**src/logic/rx_cfg_params.svh**
```systemverilog
// Register offsets, field positions and reset values of the receive config
`ifndef RX_CFG_PARAMS_SVH
`define RX_CFG_PARAMS_SVH

// ***********************************************************************
// Register byte offsets
// ***********************************************************************
`define INT_STS_OFS      8'h58
`define INT_EN_OFS       8'h5C
`define RX_CFG_OFS       8'h6C

// ***********************************************************************
// Receive configuration and interrupt fields
// ***********************************************************************
`define ALIGN_HI         31
`define ALIGN_LO         30
`define CNT_HI           27
`define CNT_LO           16
`define DISCARD_BIT      15
`define OFS_HI           12
`define OFS_LO           8
`define OFS_DW_LO        10
`define RXD_INT_BIT      20

// ***********************************************************************
// Reset values and encodings
// ***********************************************************************
`define ALIGN_RST        2'h0
`define CNT_RST          12'h000
`define OFS_RST          5'h00
`define ALIGN_4          2'h0
`define ALIGN_16         2'h1
`define ALIGN_32         2'h2
`define BYTES_4          6'h04
`define BYTES_16         6'h10
`define BYTES_32         6'h20
`define ZERO_WORD        32'h0000_0000

`endif

```
**src/logic/rx_cfg_pkg.sv**
```systemverilog
// Types shared by the receive configuration block
package rx_cfg_pkg;

   // Host bus request, one cycle per access
   typedef struct packed
   {
      logic        sel;
      logic        wr;
      logic [7:0]  addr;
      logic [31:0] wdata;
   } bus_req_t;

   // Settings handed to the receive data read path
   typedef struct packed
   {
      logic [5:0] end_align_bytes;
      logic [4:0] lead_offset;
   } read_cfg_t;

endpackage

```
**src/logic/rx_dword_countdown.sv**
```systemverilog
// DWORD countdown that flags the last read of a programmed amount
`timescale 1ns/1ps
module rx_dword_countdown
   import rx_cfg_pkg::*;
#(
   parameter int CW = 12
)
(
   // Clock and reset
   input  wire logic          clock_i,
   input  wire logic          rstn_i,
   // Control
   input  wire logic          load_i,
   input  wire logic [CW-1:0] load_val_i,
   input  wire logic          dec_i,
   // Status
   output logic [CW-1:0]      count_o,
   output logic               done_o
);

   logic [CW-1:0] count_r;
   logic [CW-1:0] count_nxt;
   logic          done_r;
   logic          done_nxt;
   logic          live_dec;

   // A stopped count of zero never wraps or fires again
   assign live_dec  = dec_i && (count_r != '0);
   // A fresh load replaces a running count
   assign count_nxt = load_i   ? load_val_i :
                      live_dec ? count_r - 1'b1 : count_r;
   assign done_nxt  = !load_i && live_dec && (count_r == CW'(1));

   always_ff @(posedge clock_i or negedge rstn_i)
   begin
      if (!rstn_i)
      begin
         count_r <= '0;
         done_r  <= 1'b0;
      end
      else
      begin
         count_r <= count_nxt;
         done_r  <= done_nxt;
      end
   end

   assign count_o = count_r;
   assign done_o  = done_r;

endmodule

```
**src/logic/host_rx_fifo_read_config.sv**
```systemverilog
// Receive configuration register and its effect on receive FIFO reads
`timescale 1ns/1ps
`include "rx_cfg_params.svh"
module host_rx_fifo_read_config
   import rx_cfg_pkg::*;
#(
   parameter int CW = 12
)
(
   // Clock and reset
   input  wire logic        clock_i,
   input  wire logic        rstn_i,
   // Host register bus
   input  wire bus_req_t    bus_req_i,
   output logic [31:0]      bus_rdata_o,
   output logic             bus_ack_o,
   // Receive data FIFO read path
   input  wire logic        rx_dword_rd_i,
   output read_cfg_t        read_cfg_o,
   output logic             rx_flush_o,
   // Interrupt
   output logic             irq_o
);

   // ***********************************************************************
   // Address decode
   // ***********************************************************************
   function automatic logic hit(input bus_req_t r, input logic [7:0] ofs);
      hit = r.sel && (r.addr == ofs);
   endfunction

   function automatic logic [5:0] align_bytes(input logic [1:0] code);
      // Reserved code falls back to plain DWORD padding
      unique case (code)
         `ALIGN_16: align_bytes = `BYTES_16;
         `ALIGN_32: align_bytes = `BYTES_32;
         default:   align_bytes = `BYTES_4;
      endcase
   endfunction

   logic          wr_cfg;
   logic          wr_en;
   logic          wr_sts;
   logic          rd_any;
   logic [1:0]    align_r;
   logic [4:0]    ofs_r;
   logic [2:0]    ofs_dw_live_r;
   logic          rxd_en_r;
   logic          rxd_sts_r;
   logic          rxd_sts_nxt;
   logic          flush_r;
   logic          ack_r;
   logic [31:0]   rdata_r;
   logic [31:0]   rdata_nxt;
   logic [31:0]   cfg_view;
   read_cfg_t     cfg_out_r;
   read_cfg_t     cfg_out_nxt;
   logic          irq_r;
   logic [CW-1:0] count;
   logic          count_done;

   assign wr_cfg = hit(bus_req_i, `RX_CFG_OFS) && bus_req_i.wr;
   assign wr_en  = hit(bus_req_i, `INT_EN_OFS) && bus_req_i.wr;
   assign wr_sts = hit(bus_req_i, `INT_STS_OFS) && bus_req_i.wr;
   assign rd_any = bus_req_i.sel && !bus_req_i.wr;

   // ***********************************************************************
   // DWORD countdown
   // ***********************************************************************
   rx_dword_countdown #(
      .CW         (CW)
   ) u_countdown (
      .clock_i    (clock_i),
      .rstn_i     (rstn_i),
      .load_i     (wr_cfg),
      .load_val_i (bus_req_i.wdata[`CNT_HI:`CNT_LO]),
      .dec_i      (rx_dword_rd_i),
      .count_o    (count),
      .done_o     (count_done)
   );

   // ***********************************************************************
   // Configuration fields
   // ***********************************************************************
   always_ff @(posedge clock_i or negedge rstn_i)
   begin
      if (!rstn_i)
      begin
         align_r <= `ALIGN_RST;
         ofs_r   <= `OFS_RST;
         flush_r <= 1'b0;
      end
      else
      begin
         if (wr_cfg)
         begin
            align_r <= bus_req_i.wdata[`ALIGN_HI:`ALIGN_LO];
            ofs_r   <= bus_req_i.wdata[`OFS_HI:`OFS_LO];
         end
         // Self-clearing: a one-cycle pulse, never stored
         flush_r <= wr_cfg && bus_req_i.wdata[`DISCARD_BIT];
      end
   end

   // Upper offset bits follow the field only on a DWORD read or a flush, so a
   // live change never splits a word already being read
   always_ff @(posedge clock_i or negedge rstn_i)
   begin
      if (!rstn_i)
         ofs_dw_live_r <= 3'h0;
      else if (rx_dword_rd_i || flush_r)
         ofs_dw_live_r <= ofs_r[4:2];
   end

   // Low offset bits are used directly; host keeps them still
   assign cfg_out_nxt.end_align_bytes = align_bytes(align_r);
   assign cfg_out_nxt.lead_offset     = {ofs_dw_live_r, ofs_r[1:0]};

   always_ff @(posedge clock_i or negedge rstn_i)
   begin
      if (!rstn_i)
         cfg_out_r <= '{end_align_bytes: `BYTES_4, lead_offset: `OFS_RST};
      else
         cfg_out_r <= cfg_out_nxt;
   end

   // ***********************************************************************
   // Receive DMA interrupt
   // ***********************************************************************
   // Set wins over a same-cycle write-one-to-clear
   assign rxd_sts_nxt = count_done ? 1'b1 :
                        (wr_sts && bus_req_i.wdata[`RXD_INT_BIT]) ? 1'b0 :
                        rxd_sts_r;

   always_ff @(posedge clock_i or negedge rstn_i)
   begin
      if (!rstn_i)
      begin
         rxd_en_r  <= 1'b0;
         rxd_sts_r <= 1'b0;
         irq_r     <= 1'b0;
      end
      else
      begin
         if (wr_en)
            rxd_en_r <= bus_req_i.wdata[`RXD_INT_BIT];
         rxd_sts_r <= rxd_sts_nxt;
         irq_r     <= rxd_sts_r && rxd_en_r;
      end
   end

   // ***********************************************************************
   // Register read-back
   // ***********************************************************************
   // Discard bit and reserved ranges read zero
   assign cfg_view = {align_r, 2'h0, count, 1'b0, 2'h0, ofs_r, 8'h00};

   assign rdata_nxt =
      !rd_any                      ? `ZERO_WORD :
      hit(bus_req_i, `RX_CFG_OFS)  ? cfg_view :
      hit(bus_req_i, `INT_EN_OFS)  ? (32'(rxd_en_r)  << `RXD_INT_BIT) :
      hit(bus_req_i, `INT_STS_OFS) ? (32'(rxd_sts_r) << `RXD_INT_BIT) :
                                     `ZERO_WORD;

   always_ff @(posedge clock_i or negedge rstn_i)
   begin
      if (!rstn_i)
      begin
         ack_r   <= 1'b0;
         rdata_r <= `ZERO_WORD;
      end
      else
      begin
         ack_r   <= bus_req_i.sel;
         rdata_r <= rdata_nxt;
      end
   end

   assign bus_rdata_o = rdata_r;
   assign bus_ack_o   = ack_r;
   assign read_cfg_o  = cfg_out_r;
   assign rx_flush_o  = flush_r;
   assign irq_o       = irq_r;
endmodule

```
**config.mk**
```make
export PLATFORM = sky130hd
export DESIGN_NAME = host_rx_fifo_read_config
export DESIGN_NICKNAME = d
export VERILOG_FILES = /design/src/logic/rx_cfg_pkg.sv /design/src/logic/rx_dword_countdown.sv /design/src/logic/host_rx_fifo_read_config.sv
export VERILOG_INCLUDE_DIRS = /design/src /design/src/logic
export SDC_FILE = /design/constraint.sdc
export NUM_CORES = 1
export LEC_CHECK = 0
export BUFFER_PORTS_ARGS = -buffer_cell sky130_fd_sc_hd__buf_2
export CAP_MARGIN = 20
export CORE_ASPECT_RATIO = 1.5
export CORE_MARGIN = 2
export CORE_UTILIZATION = 44
export DETAILED_ROUTE_END_ITERATION = 10
export GPL_TIMING_DRIVEN = 1
export PLACE_DENSITY_LB_ADDON = 0.25
export RECOVER_POWER = 100
export SLEW_MARGIN = 20
export SYNTH_ARGS = -nofsm -noshare
export SYNTH_HDL_FRONTEND = slang
export SYNTH_SLANG_ARGS = --single-unit
```
**constraint.sdc**
```tcl
create_clock -name clock_i -period 2.3 [get_ports clock_i]
set_clock_uncertainty 0.05 [all_clocks]
set_input_delay 0.46 -clock clock_i [delete_from_list [all_inputs] [get_ports clock_i]]
set_output_delay 0.46 -clock clock_i [all_outputs]
set_load 0.02 [all_outputs]
```
==> metrics.yaml <==
status: "complete, no violations"
firstDrtPassIters: 4
num-fill-cells: 495
worstSetupStartpointType: "flip-flop"
stdcell_area_um2: 2799
post_dp_cell_area_um2: 2731
ys_types: 40
final-setup-viol-count: 0
cts_hold_buf: 0
diodes: 0
tns_ns: 0
crit_buf_inv: 1
leakage_nw: 1.366
synth_compound_area_share_pct: 7.538
maxCapViolCount: 0
fmax_mhz: 495.8
grtUsageMet2_pct: 28.65
max_stage_delay_ns: 0.61
clk_pin_slew_ns: 0.10
grt_pass1_vias: 1680
synth-adder-area-share_pct: 2.636
grt_pass1_wl_um: 7527
gr-total-overflow: 0
min_from: "bus_req_i[41]"
synth_ff_type: "dfrtp_1"
post-cts-setup-buffer-count: 0
endpoint_kind: "flip-flop"
r2r-start: "u_countdown.count_o[0]"
yosysWarningCount: 0
async_flop_share_pct: 100.0
cts_resized: 0
wl_um: 4451
drt_iter0_drc: 90
synth_top_family_by_area: "simple AND/OR/NAND/NOR gates"
clkLatencyLatePin_ns: 0.31
coreArea_um2: 5165
cts_inserted_buffers: 5
grt_util_all_layers_pct: 15.96
initial_utilization_pct: 45.95
crit_arrival_ns: 2.21
clock-sinks: 55
ys_seq_elements: 55
r2r_end: "u_countdown.count_o[4]"
rrSetupSlack_ns: 0.28
grtUsageMet3_pct: 2.878
cts_tree: "yes"
die_w_um: 63.97
ff2ff_path_depth: 6
via_per_inst: 4.832
required_ns: 2.50
drc: 0
power_w: 0.002393
synth-edff-count: 0
io_pins: 91
hold_ws_ns: 0.2092
min_period_ns: 2.017
synth_top_area_cell: "dfrtp_1"
finalWeightedCongestion: 0.8003
synthesis.area_um2: 2374
critPathSlowestCell: "or4b_2"
ir_drop_mv: 0.3569
cts_buffer_depth: 2
busiest_layer: "met2"
critPathTopFamily: "simple AND/OR/NAND/NOR gates"
detail_route.wl_per_cell_um: 12.64
dp_hpwl_um: 3245
portBuffers: 62
tightest_slew_ns: 1.310
maxSlewViolCount: 0
critPathKind: "flip-flop to flip-flop"
syn_area_per_cell_um2: 11.09
rsz0062_at_grt: "no"
num_vias: 1701
dieArea_um2: 6010
synth_xor_area_share_pct: 1.107
synth_area_leaders: "dfrtp_1 (57%), buf_4 (5.1%), and2_1 (4.0%)"
synthCells: 214
synthSimpleGateAreaFrac_pct: 21.19
max_slew_margin_pct: 12.69
clockRootBuffer: "clkbuf_8"
drive_above_1_share_pct: 20.07
ant_nets: 0
final_nets: 333
whs_endpoint: "bus_ack_o"
hold_violations: 0
path_cells: "inv_1 > ha_1 > nor3b_1 > and3_1 > or4b_2 > nand3_1"
cp_max_fo: 5
die_h_um: 93.95
timing.final.crit_share_pct: 87.69
cts_max_level: 2
synth_top_area_share_pct: 56.93
syn_to_final_growth_pct: 17.92
num_rows: 32
globalRouteMet1Util_pct: 18.23
hp-class: "input port to flip-flop"
p_per_area_nw_per_um2: 855.0
whs_path_depth: 1
grt_max_degree: 56
grt_antenna_before_repair: 0
yosys-mux-area-fraction_pct: 2.372
ys_seq_area_share_pct: 58.04
sequential cells by signal (all words and copies together) (netlist names):
signal / flops
read_cfg_o: 8
rx_flush_o: 1
u_countdown.done_o: 1
bus_ack_o: 1
ofs_dw_live_r: 3
u_countdown.count_o: 12
rxd_en_r: 1
irq_o: 1
align_r: 2
bus_rdata_o: 19
ofs_r: 5
rxd_sts_r: 1
per-layer routing:
metal,vias to the layer above,routed length [µm]
met2,58,2308
li1,840,-
met5,-,0
met4,0,84
met3,6,267
met1,797,1791
placed cells by master (no fill, tap or decap), types with 2 or more instances in the layout:
cell / instances
dfrtp_1: 54
buf_2: 32
clkbuf_1: 32
nand2_1: 25
conb_1: 16
nor2_1: 12
and2_0: 8
o21ai_0: 8
a31oi_1: 8
inv_1: 7
and2_1: 7
nor3_1: 6
mux2_2: 5
ha_1: 5
clkbuf_8: 5
nand4_1: 4
or4_1: 4
nand3_1: 3
xnor2_1: 3
or3_1: 3
o31ai_1: 3
buf_4: 3
and4bb_2: 2
a21oi_1: 2
nor4_1: 2
or2_2: 2
a21o_1: 2
stage by stage:
| stage | util [%] | std cells | setup WS [ns] |
|---|---|---|---|
| final | 54.19 | 352 | 0.2831 |
| after global routing | 54.19 | 352 | 0.1663 |
| after CTS | 55.11 | 352 | 0.2969 |
| after detailed placement | 52.88 | 344 | 0.3249 |
| after global placement | 52.88 | 344 | 0.3488 |
| after floorplan | - | 229 | 0.4710 |
area by class of cell:
class	instances	area, µm²	area share (%)
Inverter	7	26.28	0.9388
Sequential cell	55	1378	49.22
Multi-Input combinational cell	146	887.1	31.69
Tap cell	68	85.08	3.040
Timing Repair Buffer	68	307.8	11.00
Clock inverter	3	46.29	1.654
Clock buffer	5	68.82	2.459
Yosys cell counts (all sizes together) (5+ instances only):
| cell type | number |
|---|---|
| buf | 16 |
| ha | 5 |
| nor2 | 12 |
| mux2 | 5 |
| dfrtp | 54 |
| a31oi | 8 |
| o21ai | 8 |
| nand2 | 25 |
| inv | 7 |
| clkbuf | 5 |
| and2 | 15 |
| nor3 | 6 |
cells by family after synthesis:
logic type,Yosys count
muxes,5
buffers and inverters,28
other,1
adders and majority gates,5
and+or+nand+nor,89
xor gates and xnor gates,3
AOI/OAI and AO/OA,28
DFF,55
worst max-delay path by stage:
stage,cells past startpoint,endpoint,slack (ns),start
2_1_floorplan,6,u_countdown.count_o[4],0.47,u_countdown.count_o[0]
3_3_place_gp,6,u_countdown.count_o[4],0.35,u_countdown.count_o[0]
3_5_place_dp,6,u_countdown.count_o[4],0.32,u_countdown.count_o[0]
4_1_cts,6,u_countdown.count_o[4],0.30,u_countdown.count_o[0]
5_1_grt,6,u_countdown.count_o[4],0.17,u_countdown.count_o[0]
6_report,6,u_countdown.count_o[4],0.28,u_countdown.count_o[0]
report_power, final:
group	internal [W]	switching (W)	leakage, nW
logic	0.000228	0.000276	0.581
registers	0.00109	0.000154	0.731
clock network	0.000328	0.000320	0.0548
Power figures use the tool's default switching activity.
